`config.mk`:
```
export PLATFORM = sky130hd
export DESIGN_NAME = amr_alarm_retry
export DESIGN_NICKNAME = d
export VERILOG_FILES = /design/src/shared/amr_pkg.sv /design/src/amr_alarm_retry.sv
export SDC_FILE = /design/constraint.sdc
export NUM_CORES = 1
export LEC_CHECK = 0
export BUFFER_PORTS_ARGS = -buffer_cell sky130_fd_sc_hd__buf_4
export CAP_MARGIN = 20
export CORE_MARGIN = 3
export CORE_UTILIZATION = 36
export CTS_CLUSTER_DIAMETER = 40
export DETAILED_ROUTE_END_ITERATION = 12
export GPL_TIMING_DRIVEN = 0
export SYNTH_ARGS = -nofsm -noshare
export SYNTH_HDL_FRONTEND = slang
export SYNTH_SLANG_ARGS = --single-unit
```
`constraint.sdc`:
```
create_clock -name core_clk -period 3.1 [get_ports core_clk]
set_input_delay 0.62 -clock core_clk [delete_from_list [all_inputs] [get_ports core_clk]]
set_output_delay 0.62 -clock core_clk [all_outputs]
set_load 0.02 [all_outputs]
```
`src/shared/amr_pkg.sv`:
```
// Package: constants and carrier structs for alarm mask and auto-retry block
// Operation
// - Mask bits: cycle, low current, break, feedback, error
// - Light alarm only where mask bit is one
// - Minor fault output on while light alarm
// - Light alarm never trips the drive
// - Eligible trip reset automatically when retry enabled
// - Retry mask uses same seven bit positions
// - Retry limit 1 to 10, zero disables
// - Exceeding limit latches alarm, stops retries
// - Wait retry interval after trip, then reset
// - Five alarm-free minutes clear retry counter
// - Break detection only with current input feedback
// - Break when current below programmed threshold
// - Break time zero disables, else persist time
// - Preset write loads run-time counter
// - Run-time preset held in hexadecimal
package amr_pkg;

  // ****************************************
  // Factor bit positions
  // ****************************************
  localparam int FB_OVER_CYCLE  = 0;
  localparam int FB_LOW_CURRENT = 1;
  localparam int FB_WIRE_BREAK  = 2;
  localparam int FB_FEEDBACK1   = 3;
  localparam int FB_FEEDBACK2   = 4;
  localparam int FB_EXCESS_ERR1 = 5;
  localparam int FB_EXCESS_ERR2 = 6;
  localparam int FACTOR_W       = 7;

  // ****************************************
  // Timing
  // ****************************************
  localparam int CLK_HZ            = 125_000_000;
  localparam int TICK_MS           = 100;
  localparam int TICK_CYCLES       = CLK_HZ / 1000 * TICK_MS;
  localparam int QUIET_MINUTES     = 5;
  localparam int QUIET_TICKS       = QUIET_MINUTES * 60 * 1000 / TICK_MS;
  localparam int OUTPUT_CODE_LALM  = 98;

  // ****************************************
  // Reset values
  // ****************************************
  localparam logic [3:0]  RST_RETRY_CNT = 4'h0;
  localparam logic [31:0] RST_RUNTIME   = 32'h0000_0000;

  typedef enum logic [1:0] {
    AMR_IDLE    = 2'b00,
    AMR_TRIPPED = 2'b01,
    AMR_WAIT    = 2'b10,
    AMR_LOCKED  = 2'b11
  } amr_state_e;

  // Settings as held by the controller; times in 0.1 units
  typedef struct packed {
    logic [6:0]  light_alarm_factor_mask;
    logic [6:0]  retry_factor_mask;
    logic [3:0]  retry_count_limit;
    logic [12:0] retry_wait_interval;
    logic [7:0]  break_current_threshold;
    logic [9:0]  break_detect_time;
  } amr_cfg_s;

  typedef struct packed {
    amr_state_e  state;
    logic [6:0]  fault_latch;
    logic [3:0]  retry_cnt;
    logic [12:0] wait_ticks;
    logic [12:0] quiet_ticks;
    logic [9:0]  break_ticks;
    logic        feedback_break_alarm;
    logic        minor_fault_output;
    logic        trip_reset;
    logic        locked_alarm;
    logic [31:0] runtime;
    logic [29:0] run_ms_div;
    logic [23:0] tick_div;
  } amr_state_s;

endpackage : amr_pkg

```
`src/amr_alarm_retry.sv`:
```
// Module: light alarm masking, auto-retry, wire-break detect, run-time counter
`timescale 1ns/1ps
`default_nettype none
module amr_alarm_retry #(
  parameter int TICK_CYCLES = amr_pkg::TICK_CYCLES,
  parameter int QUIET_TICKS = amr_pkg::QUIET_TICKS,
  parameter int HOUR_TICKS  = 36000
) (
  input  wire logic              core_clk,
  input  wire logic              rst_n,
  input  wire amr_pkg::amr_cfg_s cfg,
  input  wire logic [6:0]        fault_in,
  input  wire logic              current_input_terminal,
  input  wire logic [7:0]        current_level,
  input  wire logic              motor_running,
  input  wire logic [7:0]        dout_assign_code,
  input  wire logic              runtime_preset_we,
  input  wire logic [31:0]       runtime_preset,
  output logic                   minor_fault_output,
  output logic                   dout_terminal,
  output logic                   tripped,
  output logic                   trip_reset,
  output logic                   locked_alarm,
  output logic                   feedback_break_alarm,
  output logic [3:0]             retry_count,
  output logic [31:0]            runtime_hours
);

  initial begin
    // Counters are 24, 13 and 30 bits wide; larger settings would wrap
    if (TICK_CYCLES < 2 || TICK_CYCLES > 16777216 || QUIET_TICKS < 1
        || QUIET_TICKS > 8191 || HOUR_TICKS < 1 || HOUR_TICKS > 1073741823) begin
      $error("amr_alarm_retry: parameter out of range");
    end
  end

  amr_pkg::amr_state_s st;
  amr_pkg::amr_state_s next_st;
  logic [6:0]          all_faults;
  logic                tick;
  logic                light_present;
  logic                trip_req;
  logic                retry_ok;
  logic [12:0]         wait_eff;

  // Wire-break joins the external faults in its own bit
  always_comb begin
    all_faults = fault_in;
    all_faults[amr_pkg::FB_WIRE_BREAK] = fault_in[amr_pkg::FB_WIRE_BREAK]
                                         | st.feedback_break_alarm;
  end

  assign tick          = (st.tick_div == 24'(TICK_CYCLES - 1));
  assign light_present = |(all_faults & cfg.light_alarm_factor_mask);
  // Unselected factors trip; selected ones keep running
  assign trip_req      = |(all_faults & ~cfg.light_alarm_factor_mask);
  // Retry needs eligible factor, nonzero limit and room left
  assign retry_ok      = (cfg.retry_count_limit != 4'h0)
                       && (cfg.retry_count_limit <= 4'hA)
                       && ((st.fault_latch & cfg.retry_factor_mask
                            & ~cfg.light_alarm_factor_mask) != 7'h00)
                       && (st.retry_cnt < cfg.retry_count_limit);
  // Interval floor of 0.5 s (5 ticks)
  assign wait_eff      = (cfg.retry_wait_interval < 13'h0005) ? 13'h0005
                                                              : cfg.retry_wait_interval;

  always_comb begin
    next_st            = st;
    next_st.trip_reset = 1'b0;
    next_st.tick_div   = tick ? 24'h000000 : st.tick_div + 24'h000001;

    // ****************************************
    // Wire-break detection
    // ****************************************
    if (!current_input_terminal || cfg.break_detect_time == 10'h000) begin
      next_st.break_ticks          = 10'h000;
      next_st.feedback_break_alarm = 1'b0;
    end else if (current_level < cfg.break_current_threshold) begin
      if (tick && st.break_ticks != cfg.break_detect_time) begin
        next_st.break_ticks = st.break_ticks + 10'h001;
      end
      if (st.break_ticks == cfg.break_detect_time) begin
        next_st.feedback_break_alarm = 1'b1;
      end
    end else begin
      next_st.break_ticks          = 10'h000;
      next_st.feedback_break_alarm = 1'b0;
    end

    next_st.minor_fault_output = light_present;

    // ****************************************
    // Trip and auto-retry sequencer
    // ****************************************
    case (st.state)
      amr_pkg::AMR_IDLE: begin
        if (trip_req) begin
          next_st.state       = amr_pkg::AMR_TRIPPED;
          next_st.fault_latch = all_faults & ~cfg.light_alarm_factor_mask;
        end
      end
      amr_pkg::AMR_TRIPPED: begin
        next_st.wait_ticks = 13'h0000;
        if (retry_ok) begin
          next_st.state = amr_pkg::AMR_WAIT;
        end else begin
          next_st.state        = amr_pkg::AMR_LOCKED;
          next_st.locked_alarm = (cfg.retry_count_limit != 4'h0);
        end
      end
      amr_pkg::AMR_WAIT: begin
        if (tick) begin
          next_st.wait_ticks = st.wait_ticks + 13'h0001;
        end
        if (st.wait_ticks >= wait_eff) begin
          next_st.trip_reset  = 1'b1;
          next_st.retry_cnt   = st.retry_cnt + 4'h1;
          next_st.fault_latch = 7'h00;
          next_st.state       = amr_pkg::AMR_IDLE;
        end
      end
      amr_pkg::AMR_LOCKED: begin
        // Held until reset; no more automatic attempts
        next_st.state = amr_pkg::AMR_LOCKED;
      end
      default: next_st.state = amr_pkg::AMR_IDLE;
    endcase

    // Quiet-time clear of the retry counter
    if (st.state != amr_pkg::AMR_IDLE || all_faults != 7'h00) begin
      next_st.quiet_ticks = 13'h0000;
    end else if (tick) begin
      if (st.quiet_ticks == 13'(QUIET_TICKS - 1)) begin
        next_st.quiet_ticks = 13'h0000;
        next_st.retry_cnt   = amr_pkg::RST_RETRY_CNT;
      end else begin
        next_st.quiet_ticks = st.quiet_ticks + 13'h0001;
      end
    end

    // ****************************************
    // Cumulative run time, binary (hex) hours
    // ****************************************
    if (runtime_preset_we) begin
      next_st.runtime    = runtime_preset;
      next_st.run_ms_div = 30'h00000000;
    end else if (motor_running && tick) begin
      if (st.run_ms_div == 30'(HOUR_TICKS - 1)) begin
        next_st.run_ms_div = 30'h00000000;
        next_st.runtime    = st.runtime + 32'h0000_0001;
      end else begin
        next_st.run_ms_div = st.run_ms_div + 30'h00000001;
      end
    end
  end

  always_ff @(posedge core_clk) begin
    if (!rst_n) begin
      st           <= '0;
      st.state     <= amr_pkg::AMR_IDLE;
      st.retry_cnt <= amr_pkg::RST_RETRY_CNT;
      st.runtime   <= amr_pkg::RST_RUNTIME;
    end else begin
      st <= next_st;
    end
  end

  // Terminal carries the minor fault only when assigned code 98
  assign dout_terminal = st.minor_fault_output
                       && (dout_assign_code == 8'(amr_pkg::OUTPUT_CODE_LALM));

  assign minor_fault_output   = st.minor_fault_output;
  assign tripped              = (st.state != amr_pkg::AMR_IDLE);
  assign trip_reset           = st.trip_reset;
  assign locked_alarm         = st.locked_alarm;
  assign feedback_break_alarm = st.feedback_break_alarm;
  assign retry_count          = st.retry_cnt;
  assign runtime_hours        = st.runtime;

endmodule : amr_alarm_retry
`default_nettype wire

```
## Word level (Yosys, flattened, before mapping)

Index checks and enable logic that the tools add are counted.

| storage, ports and cells | value |
|---|---|
| register bits after elaboration | 139 |
| input bits | 109 |
| word-level logic and storage cells | 95 |

| operators by class | value |
|---|---|
| add/sub/neg operators | 7 |
| order comparisons | 5 |
| eq/ne operators | 12 |
| mux-type cells | 18 |
| bitwise gates (word level) | 9 |
| reduce and logical (&&, ||, !) cells | 31 |

Operator list:

| operator | count |
|---|---|
| 62-bit two-way mux | 2 |
| 13-bit two-way mux | 4 |
| 32-bit by 1-bit adder with 32-bit output (second input constant) | 1 |
| 32-bit two-way mux | 1 |
| 30-bit by 1-bit adder with 30-bit output (second input constant) | 1 |
| 30-bit by 16-bit == test with 1-bit output (second input constant) | 1 |
| 30-bit two-way mux | 1 |
| 7-bit AND | 4 |
| 13-bit by 1-bit adder with 13-bit output (second input constant) | 2 |
| 13-bit one-hot mux with 2 select lines | 1 |
| 24-bit by 1-bit adder with 24-bit output (second input constant) | 1 |
| 24-bit == test (second input constant) | 1 |
| 4-bit two-way mux | 4 |
| 7-bit one-hot mux with 2 select lines | 1 |
| 7-bit nonzero test | 2 |
| 7-bit OR reduction | 2 |
| 13-bit by 12-bit == test with 1-bit output (second input constant) | 1 |
| 13-bit greater-or-equal comparator | 1 |
| 13-bit by 3-bit less-than comparator with 1-bit output (second input constant) | 1 |
| 10-bit by 1-bit adder with 10-bit output (second input constant) | 1 |
| 10-bit == test | 1 |
| 10-bit zero test | 1 |
| 10-bit inequality test | 1 |
| 2-bit AND reduction | 5 |
| other kinds (23) | 41 |

## Longest topological paths before layout

Gate-level depths: netlist (run 1).

| depth | value |
|---|---|
| depth in word-level cells | 8 |
| gate-level depth with buffers | 11 |

## Least setup slack after synthesis (run 1)

No wires, ideal clock.

| timing | value |
|---|---|
| kind | input to register |
| start point | input port cfg[29] in the netlist's numbering |
| end point | register st[130] in the netlist's numbering |
| setup time | 0.072 ns |
| arrival | 3.002 ns |
| required time | 3.028 ns |
| slack | 0.026 ns |
| cell stages on the path | 11 |
| cell sequence | nor4_1 > nand4_1 > nand2b_1 > ha_1 > nand2b_1 > a2111oi_0 > nor3_1 > o21ai_0 > a311o_1 > clkbuf_1 > mux2i_1 |

| between the ends | value |
|---|---|
| longest elaborated chain between the ends | 5 |

Ends and longest elaborated chain:

| what | RTL line | text |
|---|---|---|
| start, declared | amr_alarm_retry.sv:11 | `input wire amr_pkg::amr_cfg_s cfg,` |
| 13-bit by 3-bit less-than comparator with 1-bit output | amr_alarm_retry.sv:64 | `assign wait_eff = (cfg.retry_wait_interval < 13'h0005) ? 13'h0005` |
| 13-bit two-way mux (*) | amr_alarm_retry.sv:64 |  |
| 13-bit greater-or-equal comparator (*) | amr_alarm_retry.sv:115 | `if (st.wait_ticks >= wait_eff) begin` |
| 2-bit inequality test (no line) (*) | n/a |  |
| 3-bit AND reduction (no line) (*) | n/a |  |
| end signal, assigned | amr_alarm_retry.sv:164 | `st <= next_st;` |
| end, declared | amr_alarm_retry.sv:37 | `amr_pkg::amr_state_s st;` |

Every way passes the cells marked *; elsewhere a longest branch is shown, timed or not.
A chain may end at the register's enable or synchronous reset.

## Worst setup path in the final report (run 1)

| timing | value |
|---|---|
| start point | input port cfg[30] in the netlist's numbering |
| end point | register st[132] in the netlist's numbering |

The elaborated chain is that of the path after synthesis.

==> results of run 1 <==
[critical path: cells and delay by family]
family	cells	cell delay, ns
muxes	1	0.22
adders and majority gates	1	0.22
buffers and inverters	1	0.12
and+or+nand+nor	5	0.87
AOI/OAI and AO/OA	3	1.11
[repair_timing]
item	in CTS	in global routing
buffers inserted	0	0
resized for setup	2	5
gates cloned	0	0
pin swaps	0	0
endpoints found under the setup margin	7	30
hold endpoints to repair	0	0
[cells by family after synthesis]
| logic type | Yosys count | synth area share, % |
|---|---|---|
| DFF | 139 | 34.1 |
| muxes | 11 | 1.35 |
| adders and majority gates | 30 | 4.60 |
| and+or+nand+nor | 470 | 31.6 |
| AOI/OAI and AO/OA | 131 | 9.53 |
| buffers and inverters | 110 | 6.99 |
| xor gates and xnor gates | 110 | 11.8 |
[where the power goes]
group	total [mW]	internal [mW]	switching, mW
Sequential	1.88	1.83	0.0519
Combinational	0.501	0.253	0.249
Clock	2.05	1.28	0.774
Total	4.43	3.36	1.07
[flip-flops by register name, summed over array words and instances, names as in the netlist]
| signal | flops |
|---|---|
| trip_reset | 1 |
| feedback_break_alarm | 1 |
| minor_fault_output | 1 |
| runtime_hours | 32 |
| st | 99 |
| locked_alarm | 1 |
| retry_count | 4 |
[layout make-up]
type | instances | area, sq um
inverter | 40 | 150
tap | 280 | 350
fill | 2197 | 11800
clock inverter | 12 | 146
sequential | 139 | 2780
clock buffer | 19 | 443
timing repair buffer | 150 | 1130
multi-input combinational | 752 | 4840
buffer | 69 | 417
[per-layer routing]
metal / GRT usage, % / vias to the layer above / routed length (um) / part of all wire (%)
met2: 29.2 / 207 / 9920 / 45
li1: - / 3878 / - / -
met3: 3.65 / 26 / 1270 / 5.7
met1: 25.5 / 3544 / 10800 / 48
met4: 4.67 / 0 / 291 / 1.3
met5: 0 / - / 0 / 0
[path summary, 6_finish.rpt]
| path | start | slack, ns | depth (start not counted) | to |
|---|---|---|---|---|
| max | cfg[30] | 0.27 | 11 | st[132] |
| min | runtime_preset[22] | 0.44 | 2 | runtime_hours[22] |
| max reg2reg | st[1] | 0.46 | 8 | st[49] |
| min reg2reg | st[134] | 0.46 | 2 | st[134] |
[cells in the mapped netlist, drive strengths merged (2+ instances only)]
cell type and instances:
dfxtp 139, nor2 111, nand2 87, nand3 67
xnor2 56, xor2 54, a21oi 45, buf 45
o21ai 43, nor4 42, nand4 38, nor3 38
inv 37, ha 30, clkbuf 25, and3 18
mux2i 11, or3 11, and4 10, nor2b 9
or4 8, a211oi 6, and2 6, a31oi 5
nand2b 5, a21o 4, nand3b 4, nor4b 4
nor4bb 4, or4b 4, clkinv 3, o211ai 3
o21a 3, o22ai 3, a22o 2, a31o 2
o31ai 2, or2 2
==> results.txt, run 1 <==
----------------------------------------------------
[Synthesis]
  Most used flip-flop cell after synthesis ... dfxtp_1
  Cell type with the largest total area after synthesis ... dfxtp_1
  Net Count, Synth ... roughly 1.1k
  Count of unique library cells instantiated by Yosys ... 66
  Post-synth ARST share ... 0%
  Sequential share of the synthesized area ... ~34%
  Post-synth EDFFs ... 0
  Leading cell types by total area after synthesis ... dfxtp_1 (34%), xnor2_1 (6.0%), xor2_1 (5.8%), nor2_1 (5.1%), ha_1 (4.6%)
  Mapped Cells ... ~1k
  Number of storage elements in the synthesis netlist ... 139
  Area fraction of the dominant cell type after synthesis ... 34.1%
  Mean post-synth cell area ... roughly 8 sq um
  Synthesized area ... around 8200 sq um
  Number of warnings issued by yosys ... 0

[Setup path]
  Sort of element at the start of the critical path ... input pin
  Cell breakdown of the critical path ... buf_4 > nor4_2 > nand4_1 > nand2b_1 > ha_1 > nand2b_1 > a2111oi_1 > nor3_1 > o21ai_1 > a311o_2 > mux2i_1
  Worst EP arrival ... about 3.2 ns
  Critical path data required time ... around 3.4 ns
  Type of the worst setup path ... in2reg
  Max stage delay cell, worst path ... a2111oi_1
  Delay contributed by the slowest stage of the critical path ... 0.48 ns
  Crit end category ... register
  CP most frequent cell ... nand2b_1
  Largest fanout on the critical path ... 7

[CTS]
  Clock Root Buffer ... clkbuf_16
  Clock slew at reported path FFs ... around 0.06 ns
  Hold_buf cts ... 0
  Number of clock buffers inserted by TritonCTS ... 17
  TritonCTS clock tree ... done
  Depth of the CTS H-tree ... 4
  Number of buffers on the longest clock path ... 2
  Number of sinks handled by clock tree synthesis ... ~140
  Worst-Skew Late Latency ... 0.42 ns

[Cells and area]
  Area growth from synthesis to layout ... 25.6%
  Number of standard cells in the layout, taps in and fillers out ... roughly 1.5k
  Final Cell Area ... 10300 sq um
  Utilization of the core after routing ... 46.6%
  # nets final ... approximately 1.3k
  Fraction of layout cells with a size suffix above 1 ... between 20 and 25%
  Most used cells in the layout excluding fill and tap cells ... buf_4 (189), dfxtp_1 (139), nor2_1 (111), nand2_1 (87), nand3_1 (65)
  Leading cell type in the layout, fill and taps excluded ... buf_4
  Count of inserted antenna diode cells ... 0

[Routing]
  Routed Wire Length ... between 20000 and 25000 um
  Via count of the routed design ... roughly 7.7k
  Number of nets with antenna violations after routing ... 0
  Detailed-route vias per instance ... 5.24
  Initial drt markers ... ~430
  Average routed wire per standard cell ... ~15 um
  Number of search-and-repair iterations in the first detailed-routing pass ... 5
  Remaining design rule violation count ... 0

[GRT]
  Pin count of the biggest net entering global routing ... 17
  Initial antenna violation count ... 0
  Number of global-route vias before repair ... between 7k and 8k
  Aggregate global routing overflow ... 0
  Aggregate global-route resource usage ... 18.3%
  First-pass GRT wire length ... around 37000 um

[Timing]
  Clock skew ... ~0.0084 ns
  Transition time at the pin with the least slew margin ... 0.738 ns
  Worst-case hold slack ... between 0.4 and 0.5 ns
  Minimum setup slack in the final design ... roughly 0.27 ns
  Final critical delay including setup and external delays ... 2.83 ns
  Max-slew violation count ... 0
  Final sum of negative setup slack ... 0 ns
  Share of the cycle needed by the critical path after routing ... 91.2%
  Worst relative slew slack ... between 50% and 60%
  Max Clk Rate ... between 0.3 and 0.4 GHz
  Endpoints failing setup ... 0
  Final-report hold violation count ... 0
  RSZ-0062 raised after global routing ... false

[Floorplanning]
  Effective utilization at floorplan ... ~37%
  Row count ... 54
  DIE WIDTH ... approximately 160 um
  Number of top-level design ports ... 151
  Core box area ... between 20000 and 25000 sq um
  Height of the die ... 157 um
  Area enclosed by the die boundary ... between 20000 and 25000 sq um

[Placement]
  Post-Place Worst Slack ... -0.777 ns
  DP Wirelength ... 17200 um
  Count of buffers inserted at the top-level ports ... 150
  # placed instances ... approximately 1.4k
  RePlAce Congestion ... approximately 0.85
  Post-detailed-placement cell area ... roughly 9600 sq um

[Power]
  Leakage power figure ... 3.88 nW
  Maximum ir drop on the vdd rail ... slightly below 300 uV
  Power density over cell area ... roughly 430 nW/um^2
  Post-route total power ... 4.43 mW

[Job]
  Maximum Capacitance Violations ... 0

[Min path]
  Class of the most critical hold timing path ... in2reg

[Outcome]
  Run status ... finished, final reports clean

----------------------------------------------------
(Power assumes the default switching activity.)
==> inputs of run 2 (changes only) <==
--- a/config.mk
+++ b/config.mk
@@ -5,8 +5,9 @@
 export SDC_FILE = /design/constraint.sdc
 export NUM_CORES = 1
 export LEC_CHECK = 0
-export BUFFER_PORTS_ARGS = -buffer_cell sky130_fd_sc_hd__buf_4
+export BUFFER_PORTS_ARGS = -buffer_cell sky130_fd_sc_hd__buf_2
 export CAP_MARGIN = 20
+export CORE_ASPECT_RATIO = 1.2
 export CORE_MARGIN = 3
 export CORE_UTILIZATION = 36
 export CTS_CLUSTER_DIAMETER = 40
==> results.txt, run 2 (synthesized netlist as in run 1, its figures left out) <==
----------------------------------------------------
[Timing]
  Clock skew ... approximately 0.011 ns
  Share of the cycle needed by the critical path after routing ... roughly nine tenths
  Endpoints failing setup ... 0
  Minimum setup slack in the final design ... roughly 0.33 ns
  Final-report hold violation count ... 0
  Final critical delay including setup and external delays ... ~2.8 ns
  Max Clk Rate ... between 0.3 and 0.4 GHz
  RSZ-0062 raised after global routing ... false
  Worst relative slew slack ... 51.3%
  Transition time at the pin with the least slew margin ... approximately 0.73 ns
  Worst-case hold slack ... around 0.45 ns
  Max-slew violation count ... 0

[CTS]
  Clock Root Buffer ... clkbuf_16
  TritonCTS clock tree ... done
  Number of sinks handled by clock tree synthesis ... roughly 140
  Worst-Skew Late Latency ... between 0.4 and 0.5 ns
  Clock slew at reported path FFs ... about 0.060 ns
  Number of buffers on the longest clock path ... 2
  Depth of the CTS H-tree ... 4
  Number of clock buffers inserted by TritonCTS ... 17

[Floorplanning]
  Effective utilization at floorplan ... ~37%
  Core box area ... about 22000 sq um
  DIE WIDTH ... between 100 and 150 um
  Height of the die ... 171 um
  Number of top-level design ports ... about 150
  Area enclosed by the die boundary ... 24500 sq um
  Row count ... 59

[GRT]
  Initial antenna violation count ... 1
  Number of global-route vias before repair ... 7537
  First-pass GRT wire length ... roughly 36000 um
  Aggregate global-route resource usage ... 17.9%
  Pin count of the biggest net entering global routing ... 17
  Aggregate global routing overflow ... 0

[Setup path]
  Type of the worst setup path ... in2reg
  Largest fanout on the critical path ... 7
  Reg-to-reg critical path endpoint ... st[51]
  Sort of element at the start of the critical path ... input pin
  Critical path data required time ... 3.44 ns
  Startpoint of the worst-slack reg-to-reg timing path ... st[0]
  Reg2Reg Setup Slack ... around 0.35 ns
  Worst EP arrival ... about 3.1 ns
  Crit end category ... register
  Depth of the worst register-to-register path ... 8

[Routing]
  Via count of the routed design ... roughly 7.7k
  Number of nets with antenna violations after routing ... 0
  Number of search-and-repair iterations in the first detailed-routing pass ... 5
  Routed Wire Length ... roughly 22000 um
  Remaining design rule violation count ... 0
  Initial drt markers ... 363
  Average routed wire per standard cell ... between 15 and 20 um
  Detailed-route vias per instance ... 5.27

[Power]
  Maximum ir drop on the vdd rail ... roughly 330 uV
  Total internal power ... 3.28 mW
  Relative contribution of the clock network to total power ... approximately 47%
  Sequential share of power ... approximately 43%
  Power density over cell area ... 442 nW/um^2
  Post-route total power ... around 4.4 mW
  Leakage power figure ... about 3.8 nW
  Switching Power ... roughly 1.1 mW
  Combinational share of power ... between 10% and 20%
  Proportion of total power due to net switching ... 25.0%

[Placement]
  Post-Place Worst Slack ... -0.611 ns
  RePlAce Congestion ... around 0.84
  DP Wirelength ... between 15000 and 20000 um
  Count of buffers inserted at the top-level ports ... 150

[Cells and area]
  Leading cell type in the layout, fill and taps excluded ... buf_2
  Area growth from synthesis to layout ... 20.9%
  # nets final ... 1308
  Area of the multi-input gates ... 4830 sq um
  Most used cells in the layout excluding fill and tap cells ... buf_2 (153), dfxtp_1 (139), nor2_1 (111), nand2_1 (87), nand3_1 (65)
  Register ranked first by flip-flop count ... st
  Max FFs per register ... 99
  Sequential cell area in the final layout ... around 2800 sq um
  Number of filler instances in the final layout ... approximately 2.3k
  Fraction of layout cells with a size suffix above 1 ... between 20 and 25%

[Min path]
  Min-Delay Startpoint ... runtime_preset[22]
  Endpoint with the worst hold slack ... runtime_hours[22]
  Hold Path Depth ... 2
  Class of the most critical hold timing path ... in2reg

[Job]
  Maximum Capacitance Violations ... 0

[Outcome]
  Run status ... finished, final reports clean

----------------------------------------------------
[run 2: cell types whose count changed in the layout (fill, tap and decap cells not counted), moves of 2 or more]
cell,delta
buf_2,+150
buf_4,-150
clkinv_4,+2
clkbuf_8,+2
clkinv_2,-4
[run 2: power groups by stage]
stage	sequential [mW]	combinational, mW	clock [mW]
finish	1.88	0.442	2.04
CTS	1.88	0.444	2.08
floorplan	1.91	0.269	0
global route	1.89	0.493	2.16
global placement	1.92	0.439	0
detailed placement	1.92	0.442	0
[run 2: per-stage QoR]
| step | std cells | instance area, sq um | util, % | TNS, ns |
|---|---|---|---|---|
| 2_1_floorplan | 1001 | 8160 | - | 0 |
| 3_3_place_gp | 1425 | 9260 | 42.1 | -4.23 |
| 3_5_place_dp | 1425 | 9260 | 42.1 | -4.73 |
| 4_1_cts | 1455 | 9840 | 44.7 | 0 |
| 5_1_grt | 1456 | 9870 | 44.8 | 0 |
| 6_report | 1456 | 9870 | 44.8 | 0 |
[run 2: worst max-delay path by stage]
stage | cells past startpoint | endpoint | slack, ns | start
after floorplan | 11 | st[130] | 0.03 | cfg[29]
after global placement | 12 | st[130] | -0.53 | cfg[29]
after detailed placement | 12 | st[132] | -0.61 | cfg[29]
after CTS | 11 | st[132] | 0.11 | cfg[29]
after global routing | 11 | st[130] | 0.009 | cfg[30]
final | 11 | st[132] | 0.33 | cfg[30]
[run 2: layer usage]
layer  global-route usage, %  share of wire (%)  vias to the layer above
met4                    6.27                1.9                        0
met5                       0                  0                        -
li1                        -                  -                     3860
met2                    31.1                 49                      181
met3                    2.68                4.4                       29
met1                    22.6                 45                     3602
[run 2: final cells by class]
type | count | area share (%)
multi-input combinational | 752 | 49.0
sequential | 139 | 28.2
timing repair buffer | 150 | 7.61
clock buffer | 22 | 4.81
buffer | 69 | 4.22
tap | 274 | 3.47
inverter | 40 | 1.52
clock inverter | 9 | 1.15
antenna | 1 | 0.0254
[run 2: critical path: stages]
cell and delay [ns]:
buf_2 0.11, nor4_1 0.35, nand4_1 0.17, nand2b_1 0.10
ha_1 0.22, nand2b_1 0.15, a2111oi_2 0.42, nor3_1 0.09
o21ai_0 0.28, a311o_2 0.38, mux2i_1 0.23
[run 2: timing repair]
item                       in CTS  in global routing
buffers inserted                0                  0
setup endpoints to repair       7                 13
hold buffers                    0                  0
resized for setup               1                  4
==> inputs of run 3 (changes only) <==
--- a/config.mk
+++ b/config.mk
@@ -5,6 +5,7 @@
 export SDC_FILE = /design/constraint.sdc
 export NUM_CORES = 1
 export LEC_CHECK = 0
+export ABC_AREA = 1
 export BUFFER_PORTS_ARGS = -buffer_cell sky130_fd_sc_hd__buf_2
 export CAP_MARGIN = 20
 export CORE_ASPECT_RATIO = 1.2
==> results.txt, run 3 <==
----------------------------------------------------
[Routing]
  Via count of the routed design ... ~9.7k
  Number of search-and-repair iterations in the first detailed-routing pass ... 5
  Remaining design rule violation count ... 0
  Routed Wire Length ... around 26000 um
  Average routed wire per standard cell ... around 13 um
  Detailed-route vias per instance ... a little under 5
  Initial drt markers ... approximately 510
  Number of nets with antenna violations after routing ... 0

[Power]
  Total internal power ... 3.23 mW
  Power density over cell area ... approximately 400 nW/um^2
  Sequential share of power ... 42.6%
  Leakage power figure ... ~4.8 nW
  Switching Power ... 1.16 mW
  Proportion of total power due to net switching ... a little over a quarter
  Combinational share of power ... between 10% and 20%
  Maximum ir drop on the vdd rail ... around 280 uV
  Relative contribution of the clock network to total power ... approximately 46%

[Floorplanning]
  DIE WIDTH ... around 150 um
  Number of top-level design ports ... around 150
  Effective utilization at floorplan ... between 30 and 40%
  Area enclosed by the die boundary ... 27800 sq um
  Row count ... 63
  Height of the die ... roughly 180 um
  Core box area ... 25100 sq um

[CTS]
  Clock slew at reported path FFs ... 0.06 ns
  TritonCTS clock tree ... done
  Clock Root Buffer ... clkbuf_16
  Depth of the CTS H-tree ... 4
  Hold_buf cts ... 0
  Worst-Skew Late Latency ... about 0.43 ns
  Number of clock buffers inserted by TritonCTS ... 17
  Number of sinks handled by clock tree synthesis ... around 140
  Number of buffers on the longest clock path ... 2

[Cells and area]
  Register ranked first by flip-flop count ... st
  Most used cells in the layout excluding fill and tap cells ... nand2_1 (327), inv_1 (193), nor2_1 (174), buf_2 (154), dfxtp_1 (139)
  Leading cell type in the layout, fill and taps excluded ... nand2_1
  Utilization of the core after routing ... 44.1%
  Fraction of layout cells with a size suffix above 1 ... between 10% and 20%
  Final Cell Area ... 11000 sq um
  Area growth from synthesis to layout ... 18.9%
  # nets final ... around 1.7k
  Max FFs per register ... approximately 100

[Timing]
  Max-slew violation count ... 0
  Final critical delay including setup and external delays ... 2.71 ns
  RSZ-0062 raised after global routing ... false
  Max Clk Rate ... about 0.37 GHz
  Final sum of negative setup slack ... 0 ns
  Endpoints failing setup ... 0
  Worst relative slew slack ... 51.1%
  Transition time at the pin with the least slew margin ... 0.734 ns
  Clock skew ... 0.0118 ns
  Final-report hold violation count ... 0
  Worst-case hold slack ... between 0.4 and 0.5 ns
  Minimum setup slack in the final design ... just under 0.4 ns
  Share of the cycle needed by the critical path after routing ... between 80% and 90%

[Synthesis]
  Sequential share of the synthesized area ... 29.9%
  Top post-synthesis cells by count ... nand2_1 (328), inv_1 (193), nor2_1 (174), dfxtp_1 (139), a21oi_1 (108)
  Leading cell types by total area after synthesis ... dfxtp_1 (30%), nand2_1 (13%), inv_1 (7.8%), nor2_1 (7.0%), a21oi_1 (5.8%)
  Area fraction of the dominant cell type after synthesis ... 29.9%
  Net Count, Synth ... 1580
  Post-synth ARST share ... 0%
  Mapped Cells ... about 1.4k
  Number of storage elements in the synthesis netlist ... approximately 140
  Number of warnings issued by yosys ... 0
  Synthesized area ... roughly 9300 sq um
  Count of unique library cells instantiated by Yosys ... 52
  Mean post-synth cell area ... between 6 and 7 sq um
  Post-synth EDFFs ... 0
  Most frequent cell after synthesis ... nand2_1
  Most used flip-flop cell after synthesis ... dfxtp_1
  Cell type with the largest total area after synthesis ... dfxtp_1

[Setup path]
  Worst EP arrival ... 3.06 ns
  Crit end category ... register
  Largest fanout on the critical path ... 9
  Critical path data required time ... around 3.5 ns
  Sort of element at the start of the critical path ... input pin
  Type of the worst setup path ... in2reg

[GRT]
  Initial antenna violation count ... 3
  Aggregate global-route resource usage ... 18.3%
  First-pass GRT wire length ... 42600 um
  Aggregate global routing overflow ... 0
  Number of global-route vias before repair ... between 9k and 10k
  Pin count of the biggest net entering global routing ... 17

[Placement]
  DP Wirelength ... 20600 um
  Post-detailed-placement cell area ... around 10000 sq um
  Post-Place Worst Slack ... -0.299 ns
  Count of buffers inserted at the top-level ports ... between 100 and 150
  RePlAce Congestion ... slightly above 0.9

[Job]
  Maximum Capacitance Violations ... 0

[Outcome]
  Run status ... finished, final reports clean

[Min path]
  Class of the most critical hold timing path ... reg2reg

----------------------------------------------------
-- run 3: path summary, 6_finish.rpt --
| kind | depth (start not counted) | end | slack [ns] | from |
|---|---|---|---|---|
| worst min-delay path | 1 | st[0] | 0.46 | st[0] |
| worst max-delay path | 15 | st[135] | 0.39 | cfg[28] |
| worst min register to register | 1 | st[0] | 0.46 | st[0] |
| worst max register to register | 9 | runtime_hours[3] | 0.58 | st[0] |
-- run 3: layer usage --
layer / track usage [%] / vias up / part of all wire (%)
met4: 5.85 / 2 / 2.2
met3: 3.41 / 42 / 4.3
met2: 32.6 / 196 / 50
met1: 22.4 / 4399 / 44
met5: 0 / - / 0.050
li1: - / 5037 / -
-- run 3: worst max-delay path: stages --
cell     delay [ns]
buf_2          0.10
nor4_1         0.28
nand3_1        0.16
nor4_2         0.23
nor2_1         0.08
ha_1           0.31
a21oi_1        0.15
o21ai_0        0.09
o21ai_0        0.18
nand3_1        0.15
nand2_1        0.08
nand2_1        0.23
nand2_4        0.20
nand2_1        0.06
a21oi_1        0.12
-- run 3: power groups by stage --
stage               combinational [mW]  clock (mW)  sequential, mW
finish                           0.481        2.04            1.87
global route                     0.541        2.16            1.88
CTS                              0.482        2.08            1.87
floorplan                        0.298           0            1.90
detailed placement               0.480           0            1.91
global placement                 0.475           0            1.91
-- run 3: logic make-up after synthesis --
logic type | synth area share [%]
compound gates | 11.9
xor+xnor | 2.83
fa+ha+maj | 4.04
buf+inv | 12.4
flops | 29.9
mux | 0.108
simple gates | 38.7
-- run 3: cell type report --
cell class | count | area [sq um]
inverters | 199 | 749
repair buffers | 149 | 746
multi-input cells | 1040 | 5370
clock buffers | 19 | 443
plain buffers | 63 | 404
well taps | 325 | 407
fillers | 2687 | 14000
flip-flops and latches | 139 | 2780
clock inverters | 13 | 144
diodes | 2 | 5.00
-- run 3: through the flow --
stage | power, mW | cells
after floorplan | 2.20 | 1441
after global placement | 2.39 | 1915
after detailed placement | 2.39 | 1915
after CTS | 4.43 | 1947
after global routing | 4.58 | 1949
final | 4.40 | 1949
-- run 3: what timing repair did --
item / in CTS / in global routing
setup endpoints to repair: 0 / 7
resized for setup: 0 / 3
hold endpoints to repair: 0 / 0
setup buffers: 0 / 0
